**src/pfs_pkg.sv**
```systemverilog
// Package of shared constants and types for the phase-shifted full-bridge sequencer.
package pfs_pkg;
    // ****************************************************************
    // Register map (APB, byte addresses)
    // ****************************************************************
    localparam logic [7:0] CTRL_OFFSET   = 8'h00;
    localparam logic [7:0] STATUS_OFFSET = 8'h04;
    localparam logic [7:0] PERIOD_OFFSET = 8'h08;
    localparam int         CTRL_RUN_BIT  = 0;
    localparam int         CTRL_LLE_BIT  = 1;
    localparam logic [31:0] CTRL_RESET   = 32'h0000_0003;
    localparam logic [15:0] PERIOD_RESET = 16'h0040;
    localparam logic [31:0] SLV_ERR_DATA = 32'h0000_0000;

    // ****************************************************************
    // Timing
    // ****************************************************************
    localparam int CLK_PERIOD_PS   = 4000;
    localparam int CS_FILTER_PS    = 30000;
    localparam int CS_FILTER_CYC   = (CS_FILTER_PS + CLK_PERIOD_PS - 1) / CLK_PERIOD_PS;
    localparam int MODE_CONFIRM    = 2;
    localparam int SYNC_LOSS_MULT  = 2;

    // ****************************************************************
    // Types
    // ****************************************************************
    typedef enum {
        SS_IDLE, SS_RAMP, SS_RUN, SS_PULLUP, SS_LIMIT, SS_HICCUP, SS_LATCHED
    } pfs_ss_state_t;
endpackage : pfs_pkg

```
**src/pfs_flags_if.sv**
```systemverilog
// Interface carrying synchronised comparator flags between design modules.
`timescale 1ns/1ps
interface pfs_flags_if;
    logic csLimit;
    logic lightLoad;
    logic ssEnable;
    logic ss36;
    logic ss37;
    logic ss465;
    logic syncIn;
    logic cfgMaster;
    logic cfgSlaveLoad;
    modport src (output csLimit, lightLoad, ssEnable, ss36, ss37, ss465, syncIn,
                 cfgMaster, cfgSlaveLoad);
    modport dst (input csLimit, lightLoad, ssEnable, ss36, ss37, ss465, syncIn,
                 cfgMaster, cfgSlaveLoad);
endinterface : pfs_flags_if

```
**src/pfs_cs_filter.sv**
```systemverilog
// Glitch filter: the current-limit flag must hold for the filter time to count.
`timescale 1ns/1ps
module pfs_cs_filter #(
    parameter int FILT_CYC = 8
) (
    input  wire logic clk,
    input  wire logic rstn,
    input  wire logic rawFlag,
    output logic      filtFlag
);
    import pfs_pkg::*;
    logic [7:0] holdCount;

    // Counts only while the flag stays high, so a short spike resets it.
    always_ff @(posedge clk or negedge rstn) begin
        if (!rstn) begin
            holdCount <= 8'h00;
            filtFlag  <= 1'b0;
        end else if (!rawFlag) begin
            holdCount <= 8'h00;
            filtFlag  <= 1'b0;
        end else if (holdCount < 8'(FILT_CYC - 1)) begin
            holdCount <= holdCount + 8'h01;
        end else begin
            filtFlag  <= 1'b1;
        end
    end
endmodule : pfs_cs_filter

```
**src/pfs_input_sync.sv**
```systemverilog
// Two-flop synchronisers for the six comparator inputs, the sync pin and the two straps.
`timescale 1ns/1ps
module pfs_input_sync (
    input  wire logic       clk,
    input  wire logic       rstn,
    input  wire logic [8:0] rawIn,
    pfs_flags_if.src        flags
);
    import pfs_pkg::*;
    logic [8:0] stage1;
    logic [8:0] stage2;

    always_ff @(posedge clk or negedge rstn) begin
        if (!rstn) begin
            stage1 <= 9'h000;
            stage2 <= 9'h000;
        end else begin
            stage1 <= rawIn;
            stage2 <= stage1;
        end
    end

    assign flags.csLimit      = stage2[0];
    assign flags.lightLoad    = stage2[1];
    assign flags.ssEnable     = stage2[2];
    assign flags.ss36         = stage2[3];
    assign flags.ss37         = stage2[4];
    assign flags.ss465        = stage2[5];
    assign flags.syncIn       = stage2[6];
    assign flags.cfgMaster    = stage2[7];
    assign flags.cfgSlaveLoad = stage2[8];
endmodule : pfs_input_sync

```
**src/pfs_mode_sync_sequencer.sv**
```systemverilog
// Top: mode selection, current limit, soft-start sequencing and sync, with APB.
`timescale 1ns/1ps
// Overview of operation
// - Hysteresis current enable is on only in light-load mode.
// - Mode changes after two consecutive PWM falling edges confirm the new condition.
// - Rectifier drives are held off in light-load mode, passed in continuous mode.
// - Current-sense pulses shorter than 30 ns are filtered away.
// - Current-limit flag ends the present power pulse each cycle.
// - Overcurrent before 3.7 V limits current while soft-start keeps charging.
// - At 3.7 V under limit, pull up to 4.65 V then discharge to time limit.
// - Strong external pull-up on soft-start latches off instead of hiccup.
// - Latch-off clears only when soft-start drops below 0.55 V, on UVLO, or when runEn is cleared.
// - Master or slave role is chosen from configuration straps.
// - Master drives sync at the switching frequency with half duty.
// - Slave never drives the sync pin.
// - Slave aligns its clock to falling edges of incoming sync.
// - Slave does not switch until one sync pulse is received.
// - Slave keeps running on its own oscillator if sync stops.
// - Master emits sync only after soft-start passes 0.55 V.
// - Slave starts its soft-start ramp without any sync pulse.
module pfs_mode_sync_sequencer #(
    parameter int PERIOD_W = 16
) (
    input  wire logic        clk,
    input  wire logic        rstn,
    input  wire logic        psel,
    input  wire logic        penable,
    input  wire logic        pwrite,
    input  wire logic [7:0]  paddr,
    input  wire logic [31:0] pwdata,
    output logic [31:0]      prdata,
    output logic             pready,
    output logic             pslverr,
    input  wire logic        csLimitCmp,
    input  wire logic        lightLoadCmp,
    input  wire logic        ssEnableCmp,
    input  wire logic        ss36Cmp,
    input  wire logic        ss37Cmp,
    input  wire logic        ss465Cmp,
    input  wire logic        ssPullupStrong,
    input  wire logic        freqSetToRef,
    input  wire logic        ssSlaveLoad,
    input  wire logic        syncPinIn,
    output logic             syncPinOut,
    output logic             syncPinOe,
    input  wire logic        pwmFallEdge,
    input  wire logic        pwrPulseReq,
    input  wire logic        rectDriveOneIn,
    input  wire logic        rectDriveTwoIn,
    output logic             powerPulse,
    output logic             rectifierDriveOne,
    output logic             rectifierDriveTwo,
    output logic             hystCurrentEn,
    output logic             ssPullupEn,
    output logic             ssChargeEn,
    output logic             ssDischargeEn,
    output logic             switchingEn,
    output logic             localClockTick
);
    import pfs_pkg::*;

    // ****************************************************************
    // Input synchronisation
    // ****************************************************************
    pfs_flags_if flags ();
    logic [4:0] extSync1;
    logic [4:0] extSync2;
    logic       pullupStrong;
    logic       pwmFall;
    assign pullupStrong = extSync2[0];
    assign pwmFall      = extSync2[1];

    pfs_input_sync u_sync (
        .clk   (clk),
        .rstn  (rstn),
        .rawIn ({ssSlaveLoad, freqSetToRef, syncPinIn, ss465Cmp, ss37Cmp, ss36Cmp,
                 ssEnableCmp, lightLoadCmp, csLimitCmp}),
        .flags (flags)
    );

    always_ff @(posedge clk or negedge rstn) begin
        if (!rstn) begin
            extSync1 <= 5'h00;
            extSync2 <= 5'h00;
        end else begin
            extSync1 <= {rectDriveTwoIn, rectDriveOneIn, pwrPulseReq, pwmFallEdge,
                         ssPullupStrong};
            extSync2 <= extSync1;
        end
    end

    logic csFilt;
    pfs_cs_filter #(.FILT_CYC(CS_FILTER_CYC)) u_csf (
        .clk      (clk),
        .rstn     (rstn),
        .rawFlag  (flags.csLimit),
        .filtFlag (csFilt)
    );

    // ****************************************************************
    // APB registers
    // ****************************************************************
    logic                runEn;
    logic                lightLoadAllow;
    logic [PERIOD_W-1:0] periodCyc;
    logic                lightMode;
    logic                isMaster;
    logic                syncSeen;
    pfs_ss_state_t       ssState;

    wire apbAccess = psel && penable;
    wire apbWrite  = apbAccess && pwrite;
    wire hitCtrl   = (paddr == CTRL_OFFSET);
    wire hitStatus = (paddr == STATUS_OFFSET);
    wire hitPeriod = (paddr == PERIOD_OFFSET);
    wire hitAny    = hitCtrl || hitStatus || hitPeriod;
    wire [31:0] statusWord = {22'h0, 3'(ssState), syncSeen, isMaster, lightMode,
                              csFilt, switchingEn, runEn, lightLoadAllow};
    wire [31:0] readMux = hitCtrl   ? {30'h0, lightLoadAllow, runEn} :
                          hitStatus ? statusWord :
                          hitPeriod ? {{(32-PERIOD_W){1'b0}}, periodCyc} : SLV_ERR_DATA;

    // Zero-wait-state slave: pready is high in every access phase.
    always_ff @(posedge clk or negedge rstn) begin
        if (!rstn) begin
            runEn          <= CTRL_RESET[CTRL_RUN_BIT];
            lightLoadAllow <= CTRL_RESET[CTRL_LLE_BIT];
            periodCyc      <= PERIOD_W'(PERIOD_RESET);
        end else if (apbWrite && hitCtrl) begin
            runEn          <= pwdata[CTRL_RUN_BIT];
            lightLoadAllow <= pwdata[CTRL_LLE_BIT];
        end else if (apbWrite && hitPeriod) begin
            periodCyc      <= pwdata[PERIOD_W-1:0];
        end
    end

    always_ff @(posedge clk or negedge rstn) begin
        if (!rstn) begin
            prdata  <= 32'h0000_0000;
            pready  <= 1'b0;
            pslverr <= 1'b0;
        end else begin
            pready  <= psel && !penable;
            pslverr <= psel && !penable && !hitAny;
            prdata  <= (psel && !penable && !pwrite) ? readMux : 32'h0000_0000;
        end
    end

    // ****************************************************************
    // Light-load mode qualification
    // ****************************************************************
    logic [1:0] confirmCount;
    logic       pwmFallD;
    wire        pwmFallPulse = !pwmFall && pwmFallD;
    wire        wantLight    = flags.lightLoad && lightLoadAllow;

    always_ff @(posedge clk or negedge rstn) begin
        if (!rstn) begin
            pwmFallD     <= 1'b0;
            confirmCount <= 2'h0;
            lightMode    <= 1'b0;
        end else begin
            pwmFallD <= pwmFall;
            if (wantLight == lightMode) begin
                confirmCount <= 2'h0;
            end else if (pwmFallPulse) begin
                if (confirmCount == 2'(MODE_CONFIRM - 1)) begin
                    lightMode    <= wantLight;
                    confirmCount <= 2'h0;
                end else begin
                    confirmCount <= confirmCount + 2'h1;
                end
            end
        end
    end

    // ****************************************************************
    // Role and sync
    // ****************************************************************
    logic                roleCaught;
    logic [1:0]          roleWait;
    logic [PERIOD_W-1:0] oscCount;
    logic [PERIOD_W:0]   lossCount;
    logic                syncInD;
    logic                syncOutLvl;
    wire                 syncFall   = syncInD && !flags.syncIn;
    wire [PERIOD_W-1:0]  halfPeriod = periodCyc >> 1;
    wire                 oscWrap    = (oscCount >= periodCyc - PERIOD_W'(1));
    wire                 syncLive   = (lossCount < {periodCyc, 1'b0});

    // Role is caught once the strap synchronisers hold real values, then held.
    always_ff @(posedge clk or negedge rstn) begin
        if (!rstn) begin
            roleWait   <= 2'h0;
            roleCaught <= 1'b0;
            isMaster   <= 1'b0;
        end else if (roleWait != 2'h2) begin
            roleWait   <= roleWait + 2'h1;
        end else if (!roleCaught) begin
            roleCaught <= 1'b1;
            isMaster   <= flags.cfgMaster || !flags.cfgSlaveLoad;
        end
    end

    always_ff @(posedge clk or negedge rstn) begin
        if (!rstn) begin
            syncInD   <= 1'b0;
            syncSeen  <= 1'b0;
            oscCount  <= '0;
            lossCount <= '0;
        end else begin
            syncInD <= flags.syncIn;
            if (!isMaster && syncFall) begin
                syncSeen  <= 1'b1;
                oscCount  <= '0;
                lossCount <= '0;
            end else begin
                oscCount  <= oscWrap ? '0 : oscCount + PERIOD_W'(1);
                if (syncLive) begin
                    lossCount <= lossCount + (PERIOD_W+1)'(1);
                end
            end
        end
    end

    // Sync toggles each half period: one pulse per switching cycle.
    wire syncAllowed = isMaster && roleCaught && flags.ssEnable;
    always_ff @(posedge clk or negedge rstn) begin
        if (!rstn) begin
            syncOutLvl     <= 1'b0;
            syncPinOut     <= 1'b0;
            syncPinOe      <= 1'b0;
            localClockTick <= 1'b0;
        end else begin
            syncOutLvl     <= syncAllowed && (oscCount < halfPeriod);
            syncPinOut     <= syncOutLvl;
            syncPinOe      <= syncAllowed;
            localClockTick <= oscWrap || (!isMaster && syncFall);
        end
    end

    // ****************************************************************
    // Soft-start and current-limit sequencing
    // ****************************************************************
    pfs_ss_state_t nextSsState;
    always_comb begin
        nextSsState = ssState;
        case (ssState)
            SS_IDLE:    if (runEn && roleCaught) nextSsState = SS_RAMP;
            SS_RAMP:    if (flags.ss37) nextSsState = csFilt ? SS_PULLUP : SS_RUN;
            SS_RUN:     if (csFilt) nextSsState = SS_PULLUP;
            SS_PULLUP:  if (flags.ss465) nextSsState = SS_LIMIT;
            SS_LIMIT:   if (!flags.ss37) nextSsState = pullupStrong ? SS_LATCHED
                                                                    : SS_HICCUP;
            SS_HICCUP:  if (!flags.ssEnable) nextSsState = SS_RAMP;
            SS_LATCHED: if (!flags.ssEnable) nextSsState = SS_RAMP;
            default:    nextSsState = SS_IDLE;
        endcase
        if (!runEn) begin
            nextSsState = SS_IDLE;
        end
    end

    wire limitActive = (ssState == SS_PULLUP) || (ssState == SS_LIMIT);
    wire stateOn     = (ssState == SS_RAMP) || (ssState == SS_RUN) || limitActive;
    wire slaveReady  = isMaster || syncSeen;
    wire switchOn    = stateOn && flags.ssEnable && slaveReady;

    always_ff @(posedge clk or negedge rstn) begin
        if (!rstn) begin
            ssState           <= SS_IDLE;
            ssPullupEn        <= 1'b0;
            ssChargeEn        <= 1'b0;
            ssDischargeEn     <= 1'b0;
            switchingEn       <= 1'b0;
            powerPulse        <= 1'b0;
            rectifierDriveOne <= 1'b0;
            rectifierDriveTwo <= 1'b0;
            hystCurrentEn     <= 1'b0;
        end else begin
            ssState           <= nextSsState;
            ssPullupEn        <= (nextSsState == SS_PULLUP);
            ssChargeEn        <= (nextSsState == SS_RAMP) || (nextSsState == SS_RUN)
                                 || (nextSsState == SS_HICCUP && pullupStrong == 1'b0);
            ssDischargeEn     <= (nextSsState == SS_LIMIT) || (nextSsState == SS_HICCUP);
            switchingEn       <= switchOn;
            powerPulse        <= switchOn && extSync2[2] && !csFilt;
            rectifierDriveOne <= switchOn && !lightMode && extSync2[3];
            rectifierDriveTwo <= switchOn && !lightMode && extSync2[4];
            hystCurrentEn     <= lightMode;
        end
    end
endmodule : pfs_mode_sync_sequencer

```
**config.mk**
```make
export PLATFORM = sky130hd
export DESIGN_NAME = pfs_mode_sync_sequencer
export DESIGN_NICKNAME = d
export VERILOG_FILES = /design/src/pfs_pkg.sv /design/src/pfs_flags_if.sv /design/src/pfs_cs_filter.sv /design/src/pfs_input_sync.sv /design/src/pfs_mode_sync_sequencer.sv
export SDC_FILE = /design/constraint.sdc
export NUM_CORES = 1
export LEC_CHECK = 0
export BUFFER_PORTS_ARGS = -buffer_cell sky130_fd_sc_hd__buf_2
export CAP_MARGIN = 10
export CORE_MARGIN = 2
export CORE_UTILIZATION = 50
export CTS_CLUSTER_SIZE = 16
export DETAILED_ROUTE_END_ITERATION = 6
export GPL_TIMING_DRIVEN = 0
export HOLD_SLACK_MARGIN = 0.12
export PLACE_DENSITY = 0.76
export SETUP_SLACK_MARGIN = 0.2
export SLEW_MARGIN = 20
export SYNTH_ARGS = -nofsm -noshare
export SYNTH_HDL_FRONTEND = slang
export SYNTH_SLANG_ARGS = --single-unit
```
**constraint.sdc**
```tcl
create_clock -name clk -period 3.08 [get_ports clk]
set_input_delay 0.154 -clock clk [delete_from_list [all_inputs] [get_ports clk]]
set_output_delay 0.154 -clock clk [all_outputs]
set_load 0.01 [all_outputs]
```
# == Word-level counts from Yosys, hierarchy flattened ==
# Index checks and enable logic that the tools add are counted.
# op_classes
reduce_logical,50
n_lt_le_gt_ge,3
mux,23
add_sub_neg,5
bitwise_logic,5
eq_ne,22
# ops
operator,n
== test 32 x 3 -> 1 bit (second input constant),7
two-way mux 32 bit,7
one-hot mux 32 bit (6 select lines),1
== test 32 x 2 -> 1 bit (second input constant),4
== test 32 x 4 -> 1 bit (second input constant),3
two-way mux 16 bit,6
== test 32 x 1 -> 1 bit (second input constant),1
zero test 32 bit,1
logical AND 1 bit,23
adder 16 x 1 -> 16 bit (second input constant),1
>= comparator 16 bit,1
less-than comparator 16 x 15 -> 1 bit,1
two-way mux 8 bit,2
subtractor 16 x 1 -> 16 bit (second input constant),1
logical OR 1 bit,11
zero test 1 bit,9
adder 8 x 1 -> 8 bit (second input constant),1
== test 8 x 3 -> 1 bit (second input constant),1
== test 8 x 4 -> 1 bit (second input constant),1
zero test 8 bit,1
less-than comparator 8 x 3 -> 1 bit (second input constant),1
two-way mux 2 bit,4
NOT 1 bit,5
adder 2 x 1 -> 2 bit (second input constant),2
other kinds (9),13
# word_totals
wordCells,142
ff_bits,143
out_inout_bits,45

# == Depth between registers and ports, before layout ==
# Gate-level depths: netlist of the first run.
# depth
depth_word,7
mapped_depth,13
ltp_nobuf,11

# == Hierarchy ==
# From an unflattened synthesis of the first run, not the netlist that was laid out.
# hier_totals
hier_cells,509
hier_area_um2,6084.6
# by_module_without_submodules
module,instances,cells_each,area_per_inst_um2
pfs_mode_sync_sequencer,1,459,5258.8
pfs_input_sync,1,18,450.4
pfs_cs_filter,1,32,375.4

# == Worst setup path after synthesis of the first run ==
# Ideal clock, no wire load.
# synth_path
path_kind,register to register
from,register periodCyc[3]
to,register oscCount[10]
t_required_ps,2946
slack_ps,20
arrival_time_ps,2926
synth_period_minus_slack_ps,3060
stages_incl_launch_ff,13
cell_sequence,dfrtp_1 or4_4 nor3_4 and4_4 nand4_2 xnor2_1 ha_1 nand4_1 nor3_1 o21ai_0 a31oi_1 buf_2 nor3_1
# synth_between
elab_chain_cells,4
# synth_lines
item,line_no,rtl
from (decl),pfs_mode_sync_sequencer.sv:105,logic [PERIOD_W-1:0] periodCyc;
from (signal assigned),pfs_mode_sync_sequencer.sv:128,periodCyc <= PERIOD_W'(PERIOD_RESET);
from (signal assigned),pfs_mode_sync_sequencer.sv:133,periodCyc <= pwdata[PERIOD_W-1:0];
subtractor 16 x 1 -> 16 bit,pfs_mode_sync_sequencer.sv:188,wire oscWrap = (oscCount >= periodCyc - PERIOD_W'(1));
>= comparator 16 bit,pfs_mode_sync_sequencer.sv:188,
two-way mux 16 bit,pfs_mode_sync_sequencer.sv:218,oscCount <= oscWrap ? '0 : oscCount + PERIOD_W'(1);
two-way mux 16 bit,pfs_mode_sync_sequencer.sv:213,if (!isMaster && syncFall) begin
to (signal assigned),pfs_mode_sync_sequencer.sv:218,
to (decl),pfs_mode_sync_sequencer.sv:182,logic [PERIOD_W-1:0] oscCount;
# No other way between the ends.
# A chain may end at the register's enable or synchronous reset.

# == Final worst setup path of the first run ==
# layout_path
from,register periodCyc[3]
to,register oscCount[0]
# Same word-level chain as after synthesis.

==> metrics.md, run 1 <==
| Metric | Value |
|---|---|
| Worst r2r src | `periodCyc[3]` |
| Max-Cap Viols | `0` |
| Core area | `around 12000 sq um` |
| Design Power | `roughly 4.5 mW` |
| Least-Margin Pin Slew | `roughly 1 ns` |
| Die H | `around 110 um` |
| Cell Area, Synth | `6130 sq um` |
| Startpoint Class | `flip-flop` |
| TritonCTS clock tree | `yes` |
| Initial core utilization | `0.510` |
| Die footprint | `13200 sq um` |
| Largest family of logic cells by synthesized area | `simple AND/OR/NAND/NOR gates` |
| CP max stage delay | `about 0.56 ns` |
| Layout fillers | `about 840` |
| Final Hold Fails | `0` |
| Number of nets still failing antenna checks after routing | `0` |
| Synth-to-Final Area Change | `31.8%` |
| Synth area leaders | `dfrtp_1 56%, ha_1 6.9%, xnor2_1 3.0%, mux2_4 2.4%, nor2_1 2.1%` |
| Total grt overflow | `0` |
| Post-synthesis mux area share | `0.0459` |
| DRT Wirelength | `13.0 mm` |
| Post-Synth XOR/XNOR Area | `0.0472` |
| Top_reg_cell synth | `dfrtp_1` |
| Clock transition at path regs | `0.06 ns` |
| DP HPWL | `roughly 8.7 mm` |
| Yosys top cell area share | `0.563` |
| Worst EP arrival | `roughly 3.3 ns` |
| Period utilisation layout | `0.965` |
| Post-route insts no fill | `roughly 850` |
| Latest clock arrival within the worst-skew pair | `roughly 0.43 ns` |
| Drt first pass iters | `4` |
| Critical path, cell by cell | `or4_4, nor3_4, and4_4, nand3_1, xnor2_1, ha_1, nand4_1, nor3_2, o21ai_2, a31oi_4, buf_6, nor3_1` |
| Fraction of registers with async set/reset | `1.00` |
| Biggest area consumer among synthesized cells | `dfrtp_1` |
| Status | `completed` |
| CTS root buf | `clkbuf_16` |
| Largest net degree at the start of global routing | `76` |
| Vias | `around 4300` |
| HP Class | `in2reg` |
| Vias in the first global route | `4552` |
| Mapped Cells | `slightly above 500` |
| Die width | `about 110 um` |
| Clock sink total | `~140` |
| Post-synthesis simple-gate area fraction | `0.155` |
| Layout cell share with drive strength beyond 1 | `0.275` |
| Post-place setup slack | `-0.197 ns` |
| Setup Viol. Count Final | `0` |
| Worst slew margin | `0.317` |
| Worst Setup Path Type | `reg2reg` |
| Hold EP | `pslverr` |
| Count of pins over their slew limit | `0` |
| CP max stage cell | `or4_4` |
| Post-layout nets | `slightly below 800` |
| Diodes inserted | `0` |
| Reg2Reg Depth | `12` |
| Hold Crit Start | `paddr[5]` |
| Sequential share of the synthesized area | `0.576` |
| Distinct cells, synth | `55` |
| R2R Path End | `oscCount[0]` |
| Wire length per cell | `about 15 um` |
| Setup TNS | `0 ns` |
| Num rows | `40` |
| Data required, critical path | `between 3 and 4 ns` |
| DR vias/cell | `between 5 and 6` |
| Complex-gate fraction of the synthesized area | `0.0610` |
| F_max | `roughly 340 MHz` |
| Longest Clk Path Bufs | `2` |
| Clock Skew | `0.00978 ns` |
| Worst IR Drop VDD | `~0.51 mV` |
| Max FO, Critical Path | `5` |
| Num CTS Buffers | `17` |
| IO Port Bufs | `a little under 70` |
| Leak | `between 4 and 5 nW` |
| Worst Setup Slack, final | `~0.11 ns` |
| Worst Hold Depth | `5` |
| Reg-to-reg slack, setup | `~0.11 ns` |
| RSZ-0062 raised after global routing | `yes` |
| # DRC | `0` |
| Util after Layout | `0.672` |
| Worst path bufs/invs | `1` |
| Total number of yosys warnings | `0` |
| Synth Area in Adders | `0.0694` |
| Pwr/cell area | `around 560 nW/um^2` |
| DRT iter0 DRCs | `267` |
| Global Route Usage Sum | `0.212` |
| Number of cells after detailed placement | `between 700 and 800` |
| Syn_area_per_cell | `12.1 sq um` |
| Min cycle time layout | `2.97 ns` |
| Post-synth EDFFs | `0` |
| Initial antenna violation count | `0` |
| Critical Path Sink Type | `flip-flop` |
| I/O pin cnt | `approximately 100` |
| Global-route wire length before repair | `21.3 mm` |
| Htree depth | `4` |
| Routability cong. | `0.815` |
| #FFs+latches synth | `141` |
| Cell family with most CP delay | `simple AND/OR/NAND/NOR gates` |
-- area by class of cell --
class,instances,area (sq um),area share
clock inverter,14,133,0.0164
multi-input combinational,358,2630,0.326
timing repair buffer,121,876,0.108
buffer,26,189,0.0234
inverter,27,101,0.0125
tap,147,184,0.0228
clock buffer,18,429,0.0531
sequential,141,3530,0.437
-- metal layers --
| layer | global-route usage | vias to the layer above | wire length, um |
|---|---|---|---|
| met3 | 0.0577 | 17 | 594 |
| met2 | 0.366 | 101 | 6840 |
| met1 | 0.258 | 2130 | 5400 |
| li1 | - | 2081 | - |
| met5 | 0 | - | 0 |
| met4 | 0.0747 | 0 | 168 |
-- how the worst max path moves through the flow --
stage	from	endpoint	slack [ns]	cells after the start
6_report	periodCyc[3]	oscCount[0]	0.11	12
5_1_grt	periodCyc[3]	oscCount[0]	-0.03	12
4_1_cts	periodCyc[3]	oscCount[4]	0.11	13
3_5_place_dp	periodCyc[3]	oscCount[10]	-0.20	10
3_3_place_gp	periodCyc[3]	oscCount[13]	-0.15	10
2_1_floorplan	periodCyc[3]	oscCount[10]	0.20	12
-- synth_stat cells, types with 8 or more instances --
library cell,n
a21oi_1,15
nand3_1,17
nor4_1,10
xnor2_1,21
and2_1,8
ha_1,34
a22oi_1,9
inv_1,27
xor2_1,12
mux2_2,9
o21ai_0,8
nor2b_1,8
dfrtp_1,138
nor2_1,35
nand2_1,19
buf_4,17
and3_1,14
nand4_1,10
nor3_1,20
mux2_4,10
-- layout by cell type (no fill, tap or decap), types with 14 or more instances in the layout --
cell / count
conb_1: 45
a21oi_1: 14
buf_2: 70
nand3_1: 16
clkbuf_16: 17
buf_4: 26
ha_1: 34
nand2_1: 19
inv_1: 27
dlygate4sd3_1: 38
dfrtp_1: 137
xnor2_1: 19
nor2_1: 34
and3_1: 14
-- state kept, by name (all words and copies together) (netlist names), 2 cells and up --
| name | flops |
|---|---|
| confirmCount | 2 |
| extSync1 | 5 |
| extSync2 | 5 |
| oscCount | 16 |
| periodCyc | 16 |
| prdata | 16 |
| roleWait | 2 |
| ssState | 32 |
| u_csf.holdCount | 8 |
| u_sync.stage1 | 8 |
| u_sync.stage2 | 8 |
-- what timing repair did --
action | 4_1_cts | 5_1_grt
hold buffers | 38 | 0
cloned | 1 | 0
hold endpoints to repair | 101 | 0
endpoints found under the setup margin | 17 | 17
pin swaps | 5 | 9
gates resized for setup | 12 | 20
setup buffers | 8 | 4
-- cells by family after synthesis --
| logic type | Yosys count |
|---|---|
| simple gates | 167 |
| flops | 141 |
| other cells | 1 |
| mux | 22 |
| buf+inv | 53 |
| fa+ha+maj | 34 |
| compound gates | 57 |
| xor+xnor | 33 |
-- power by group --
group | switching (mW) | internal, mW
sequential | 0.0906 | 1.95
combinational | 0.268 | 0.260
clock | 0.800 | 1.12
total | 1.16 | 3.33
-- stage by stage --
step / hold slack [ns] / area (sq um)
3_5_place_dp: 0.127 / 6880
5_1_grt: 0.221 / 8080
4_1_cts: 0.159 / 7950
2_1_floorplan: -0.142 / 6320
6_report: 0.173 / 8080
3_3_place_gp: 0.261 / 6850
-- worst reg2reg max path, cell delays in order, from the launching register on --
cell and delay, ns:
dfrtp_1 0.38, or4_4 0.56, nor3_4 0.15, and4_4 0.29
nand3_1 0.11, xnor2_1 0.15, ha_1 0.30, nand4_1 0.14
nor3_2 0.20, o21ai_2 0.09, a31oi_4 0.25, buf_6 0.18
nor3_1 0.05
Note: power is estimated with default switching activity, not from simulation.
==> run 2, diff against run 1 <==
--- a/config.mk
+++ b/config.mk
@@ -9,6 +9,7 @@
 export CAP_MARGIN = 10
 export CORE_MARGIN = 2
 export CORE_UTILIZATION = 50
+export CTS_BUF_LIST = sky130_fd_sc_hd__clkbuf_16
 export CTS_CLUSTER_SIZE = 16
 export DETAILED_ROUTE_END_ITERATION = 6
 export GPL_TIMING_DRIVEN = 0
==> metrics.md, run 2 (synthesized netlist as in run 1, its figures left out) <==
| Metric | Value |
|---|---|
| Setup Viol. Count Final | `0 (unchanged)` |
| Synth-to-Final Area Change | `31.8% (unchanged)` |
| Num rows | `40 (unchanged)` |
| DP HPWL | `8.66 mm (unchanged)` |
| Max FO, Critical Path | `5 (unchanged)` |
| Setup TNS | `0 ns (unchanged)` |
| Worst Setup Path Type | `reg2reg` |
| Commonest non-fill, non-tap cell in the layout | `dfrtp_1` |
| F_max | `336 MHz (unchanged)` |
| Htree depth | `4 (unchanged)` |
| Worst path bufs/invs | `1 (unchanged)` |
| Worst slew margin | `0.317 (unchanged)` |
| Die footprint | `13200 sq um (unchanged)` |
| Initial core utilization | `0.510 (unchanged)` |
| Period utilisation layout | `0.965 (unchanged)` |
| Wire length per cell | `15.3 um (about the same)` |
| Most flops, register | `ssState` |
| Total grt overflow | `0 (unchanged)` |
| Clock Skew | `0.00978 ns (+0.0000000300 ns)` |
| Number of nets still failing antenna checks after routing | `0 (unchanged)` |
| Top Usage Layer GRT | `met2` |
| Met2 track demand over resource | `0.366 (unchanged)` |
| # DRC | `0 (unchanged)` |
| Max-Cap Viols | `0 (unchanged)` |
| Vias in the first global route | `4552 (unchanged)` |
| I/O pin cnt | `104 (unchanged)` |
| CP max stage delay | `0.56 ns (about the same)` |
| Largest net degree at the start of global routing | `76 (unchanged)` |
| Longest Clk Path Bufs | `2 (unchanged)` |
| Initial antenna violation count | `0 (unchanged)` |
| Post-route insts no fill | `852 (unchanged)` |
| RSZ-0062 raised after global routing | `yes` |
| Diodes inserted | `0 (unchanged)` |
| Most frequent cells in the layout | `137 x dfrtp_1, 70 x buf_2, 45 x conb_1` |
| TritonCTS clock tree | `yes` |
| Critical Path Sink Type | `flip-flop` |
| Final Hold Fails | `0 (unchanged)` |
| Vias | `4330 (+0.023%)` |
| Num CTS Buffers | `17 (unchanged)` |
| CP max stage cell | `or4_4` |
| Least-Margin Pin Slew | `1.02 ns (unchanged)` |
| Post-layout nets | `785 (unchanged)` |
| Clock sink total | `141 (unchanged)` |
| Number of cells after detailed placement | `769 (unchanged)` |
| M3 GR Usage | `0.0577 (unchanged)` |
| Critical path, cell by cell | `or4_4, nor3_4, and4_4, nand3_1, xnor2_1, ha_1, nand4_1, nor3_2, o21ai_2, a31oi_4, buf_6, nor3_1` |
| Worst EP arrival | `3.27 ns (about the same)` |
| Clock transition at path regs | `0.06 ns (about the same)` |
| DR vias/cell | `5.08 (about the same)` |
| Count of pins over their slew limit | `0 (unchanged)` |
| Met1 Use GR | `0.258 (unchanged)` |
| Drt first pass iters | `4 (unchanged)` |
| Data required, critical path | `3.38 ns (about the same)` |
| Max reg flops | `32 (unchanged)` |
| Global Route Usage Sum | `0.212 (unchanged)` |
| IO Port Bufs | `69 (unchanged)` |
| Global-route wire length before repair | `21.3 mm (unchanged)` |
| Die width | `115 um (unchanged)` |
| Leak | `4.06 nW (+0.10%)` |
| Min cycle time layout | `2.97 ns (unchanged)` |
| Core area | `12000 sq um (unchanged)` |
| Util after Layout | `0.672 (unchanged)` |
| Cell family with most CP delay | `simple AND/OR/NAND/NOR gates` |
| DRT Wirelength | `13.0 mm (about the same)` |
| Layout fillers | `843 (unchanged)` |
| Die H | `115 um (unchanged)` |
| Latest clock arrival within the worst-skew pair | `0.43 ns (about the same)` |
| CTS root buf | `clkbuf_16` |
| DRT iter0 DRCs | `267 (unchanged)` |
| Routability cong. | `0.815 (unchanged)` |
| Pwr/cell area | `556 nW/um^2 (about the same)` |
| Final instance area | `8080 sq um (unchanged)` |
| Startpoint Class | `flip-flop` |
| HP Class | `in2reg` |
| Status | `completed` |
| Post-DP Area | `6880 sq um (unchanged)` |
| Design Power | `4.49 mW (about the same)` |
| Layout cell share with drive strength beyond 1 | `0.275 (unchanged)` |
| Worst IR Drop VDD | `0.509 mV (about the same)` |
-- run 2: final timing paths --
path                             startpoint               end  slack [ns]  depth (start not counted)
hold reg to reg            u_sync.stage1[0]  u_sync.stage2[0]        0.34                          0
min in group asynchronous              rstn     periodCyc[12]        0.27                          2
max in group asynchronous              rstn       ssState[21]        2.12                          3
setup / recovery               periodCyc[3]       oscCount[0]        0.11                         12
setup reg to reg               periodCyc[3]       oscCount[0]        0.11                         12
hold / removal                     paddr[5]           pslverr        0.17                          5
-- run 2: layout make-up --
cell class	instances	area (sq um)	share of cell area
Clock buffer	17	425	0.0527
Clock inverter	15	136	0.0169
Timing Repair Buffer	121	876	0.108
Multi-Input combinational cell	358	2630	0.326
Inverter	27	101	0.0125
Buffer	26	189	0.0234
Tap cell	147	184	0.0228
Sequential cell	141	3530	0.437
-- run 2: repair_timing --
| action | in CTS | in global routing |
|---|---|---|
| pin swaps | 5 | 9 |
| gates resized for setup | 12 | 20 |
| endpoints found under the setup margin | 17 | 17 |
| hold buffers | 38 | 0 |
| buffers inserted | 8 | 4 |
| cloned | 1 | 0 |
| hold endpoints to repair | 101 | 0 |
-- run 2: worst reg2reg max path, stage by stage (launching register included) --
cell,delay (ns)
dfrtp_1,0.38
or4_4,0.56
nor3_4,0.15
and4_4,0.29
nand3_1,0.11
xnor2_1,0.15
ha_1,0.30
nand4_1,0.14
nor3_2,0.20
o21ai_2,0.09
a31oi_4,0.25
buf_6,0.18
nor3_1,0.05
-- run 2: layer usage --
metal | up-vias | wire [um]
met5 | - | 0
met4 | 0 | 168
met3 | 17 | 594
met2 | 101 | 6840
met1 | 2131 | 5400
li1 | 2081 | -
-- run 2: where the power goes --
group / switching [mW] / leakage [nW] / internal [mW]
logic: 0.268 / 2.00 / 0.260
clock network: 0.800 / 0.278 / 1.12
registers: 0.0906 / 1.79 / 1.95
total: 1.16 / 4.06 / 3.33
-- run 2: stage by stage --
step | hold WS (ns) | worst slack [ns]
6_report | 0.173 | 0.108
2_1_floorplan | -0.142 | 0.199
3_5_place_dp | 0.127 | -0.197
5_1_grt | 0.221 | -0.0252
4_1_cts | 0.159 | 0.106
3_3_place_gp | 0.261 | -0.152
==> run 3, diff against run 2 <==
--- a/config.mk
+++ b/config.mk
@@ -5,6 +5,7 @@
 export SDC_FILE = /design/constraint.sdc
 export NUM_CORES = 1
 export LEC_CHECK = 0
+export ABC_AREA = 1
 export BUFFER_PORTS_ARGS = -buffer_cell sky130_fd_sc_hd__buf_2
 export CAP_MARGIN = 10
 export CORE_MARGIN = 2
@@ -19,4 +20,5 @@
 export SLEW_MARGIN = 20
 export SYNTH_ARGS = -nofsm -noshare
 export SYNTH_HDL_FRONTEND = slang
+export SYNTH_HIERARCHICAL = 1
 export SYNTH_SLANG_ARGS = --single-unit
==> metrics.md, run 3 <==
| Metric | Value |
|---|---|
| Initial core utilization | `0.507 (-0.00281)` |
| Initial antenna violation count | `0 (unchanged)` |
| Latest clock arrival within the worst-skew pair | `0.42 ns (about the same)` |
| F_max | `305 MHz (-9.4%)` |
| Count of pins over their slew limit | `0 (unchanged)` |
| Critical Path Sink Type | `flip-flop` |
| Synth-to-Final Area Change | `33.7%` |
| Num CTS Buffers | `17 (unchanged)` |
| Startpoint Class | `flip-flop` |
| Clock transition at path regs | `0.06 ns (about the same)` |
| Commonest non-fill, non-tap cell in the layout | `dfrtp_1` |
| Total grt overflow | `0 (unchanged)` |
| Setup crit end | `oscCount[9]` |
| Least-Margin Pin Slew | `0.568 ns (-0.447 ns)` |
| Status | `finished, violations left` |
| Most frequent cells in the layout | `138 x dfrtp_1, 98 x nand2_1, 81 x nor2_1` |
| Die width | `117 um (+1.7%)` |
| Clock power share | `0.443 (+0.015)` |
| IO Port Bufs | `70 (+1.4%)` |
| Violations in the final reports | `setup timing` |
| Core area | `12500 sq um (+4.2%)` |
| Layout cell share with drive strength beyond 1 | `0.257 (-0.0182)` |
| Reg2Reg Depth | `20 (+8)` |
| Reg-to-reg slack, setup | `-0.20 ns (-0.31 ns)` |
| Period utilisation layout | `1.07 (+0.100)` |
| Clock sink total | `141 (unchanged)` |
| Net Sw Frac | `0.242 (-0.0161)` |
| Vias in the first global route | `5004 (+9.9%)` |
| Most flops, register | `ssState` |
| Num rows | `41 (+2.5%)` |
| Max-Cap Viols | `0 (unchanged)` |
| Global-route wire length before repair | `22.6 mm (+6.1%)` |
| Max FO, Critical Path | `6 (+1)` |
| Routability cong. | `0.879 (+7.7%)` |
| DRT iter0 DRCs | `277 (+3.7%)` |
| Setup Viol. Count Final | `17 (+17)` |
| Leak | `4.50 nW (+11%)` |
| HP Class | `in2reg` |
| DP HPWL | `8.96 mm (+3.4%)` |
| Worst slew margin | `0.621 (+0.304)` |
| Util after Layout | `0.678 (+0.00593)` |
| Hold_ws | `0.206 ns (+0.0323 ns)` |
| Post-layout nets | `947 (+21%)` |
| Max reg flops | `32 (unchanged)` |
| # DRC | `0 (unchanged)` |
| DR vias/cell | `4.88 (-4.0%)` |
| CTS root buf | `clkbuf_16` |
| Comb power frac | `0.093 (-0.025)` |
| Wire length per cell | `14.5 um (-5.3%)` |
| Total number of yosys warnings | `6 (+6)` |
| I/O pin cnt | `104 (unchanged)` |
| Cell Area, Synth | `6350 sq um (+3.6%)` |
| Drt first pass iters | `6 (+2)` |
| Die footprint | `13600 sq um (+3.5%)` |
| Vias | `5053 (+17%)` |
| Internal | `3.30 mW (-0.95%)` |
| Clock Skew | `0.00687 ns (-0.00291 ns)` |
| Sequential power share | `0.465 (+0.010)` |
| Switching pwr | `1.05 mW (-9.1%)` |
| Longest Clk Path Bufs | `2 (unchanged)` |
| Global Route Usage Sum | `0.219 (+0.00732)` |
| Worst IR Drop VDD | `0.489 mV (-3.9%)` |
| Crit path from | `periodCyc[0]` |
| Syn_area_per_cell | `9.67 sq um (-20%)` |
| DRT Wirelength | `15.0 mm (+15%)` |
| Worst r2r src | `periodCyc[0]` |
| Final Hold Fails | `0 (unchanged)` |
| Min cycle time layout | `3.28 ns (+0.308 ns)` |
| Pwr/cell area | `513 nW/um^2 (-7.8%)` |
| Number of nets still failing antenna checks after routing | `0 (unchanged)` |
| Worst Setup Path Type | `reg2reg` |
| Htree depth | `4 (unchanged)` |
| Mapped Cells | `657 (+29%)` |
| Data required, critical path | `3.42 ns (+0.04 ns)` |
| Largest net degree at the start of global routing | `95 (+25%)` |
| Die H | `117 um (+1.7%)` |
| Worst EP arrival | `3.62 ns (+0.35 ns)` |
| Post-place setup slack | `-0.436 ns (-0.239 ns)` |
| Diodes inserted | `0 (unchanged)` |
| Worst Setup Slack, final | `-0.201 ns (-0.308 ns)` |
| R2R Path End | `oscCount[9]` |
| TritonCTS clock tree | `yes` |
| RSZ-0062 raised after global routing | `yes` |
==> run 3: per-stage QoR <==
step	total power [mW]	setup TNS, ns	instances	cell area, sq um
after CTS	4.34	-0.685	1025	8240
after floorplan	2.25	0	701	6530
final	4.35	-2.85	1036	8490
after detailed placement	2.38	-6.28	944	7130
after global placement	2.36	-5.13	943	7100
after global routing	4.53	-9.19	1036	8490
==> run 3: critical path, cell delays in order, from the launching register on <==
cell     delay, ns
dfrtp_1       0.39
inv_2         0.11
ha_4          0.16
nand3_4       0.08
nor3_4        0.16
nand3_2       0.15
nor3_4        0.21
nand2_2       0.12
nor3_4        0.19
xor2_1        0.23
inv_1         0.13
ha_4          0.27
nand2_4       0.09
inv_4         0.04
nand3_4       0.08
inv_2         0.05
a21oi_2       0.17
nand4_1       0.15
buf_6         0.17
buf_6         0.11
nor3b_2       0.16
==> run 3: how the worst min path moves through the flow <==
stage	from	end	slack, ns	depth (start not counted)
after global routing	paddr[4]	pslverr	0.23	5
after global placement	csLimitCmp	u_sync/stage1[0]	0.26	1
after floorplan	rstn	confirmCount[0]	-0.14	0
final	paddr[4]	pslverr	0.21	5
after CTS	paddr[4]	pslverr	0.18	5
after detailed placement	rstn	lightMode	0.07	1
==> run 3: power groups by stage <==
stage | Combinational, mW | Clock (mW) | Sequential, mW
after floorplan | 0.218 | 0 | 2.03
after global placement | 0.311 | 0 | 2.05
after detailed placement | 0.328 | 0 | 2.05
after CTS | 0.369 | 1.95 | 2.02
after global routing | 0.463 | 2.04 | 2.03
final | 0.404 | 1.93 | 2.02
==> run 3: area by class of cell <==
cell class              count  area [sq um]
plain buffers              23           168
multi-input cells         453          2730
well taps                 172           215
clock buffers              17           425
flip-flops and latches    141          3530
clock inverters            12           124
fillers                   945          4030
repair buffers            134           981
inverters                  84           318
==> run 3: metal layers <==
metal / wire length (um) / vias to the layer above / part of all wire / track usage
met2: 7860 / 170 / 0.52 / 0.399
met4: 437 / 0 / 0.029 / 0.0878
li1: - / 2431 / - / -
met3: 857 / 45 / 0.057 / 0.0586
met1: 5820 / 2407 / 0.39 / 0.243
met5: 0 / - / 0 / 0
==> run 3: repair_timing <==
action	4_1_cts	5_1_grt
pin swaps	16	26
setup buffers	15	11
hold endpoints to repair	175	0
resized for setup	13	43
endpoints found under the setup margin	17	17
hold buffers	36	0
cloned	1	0
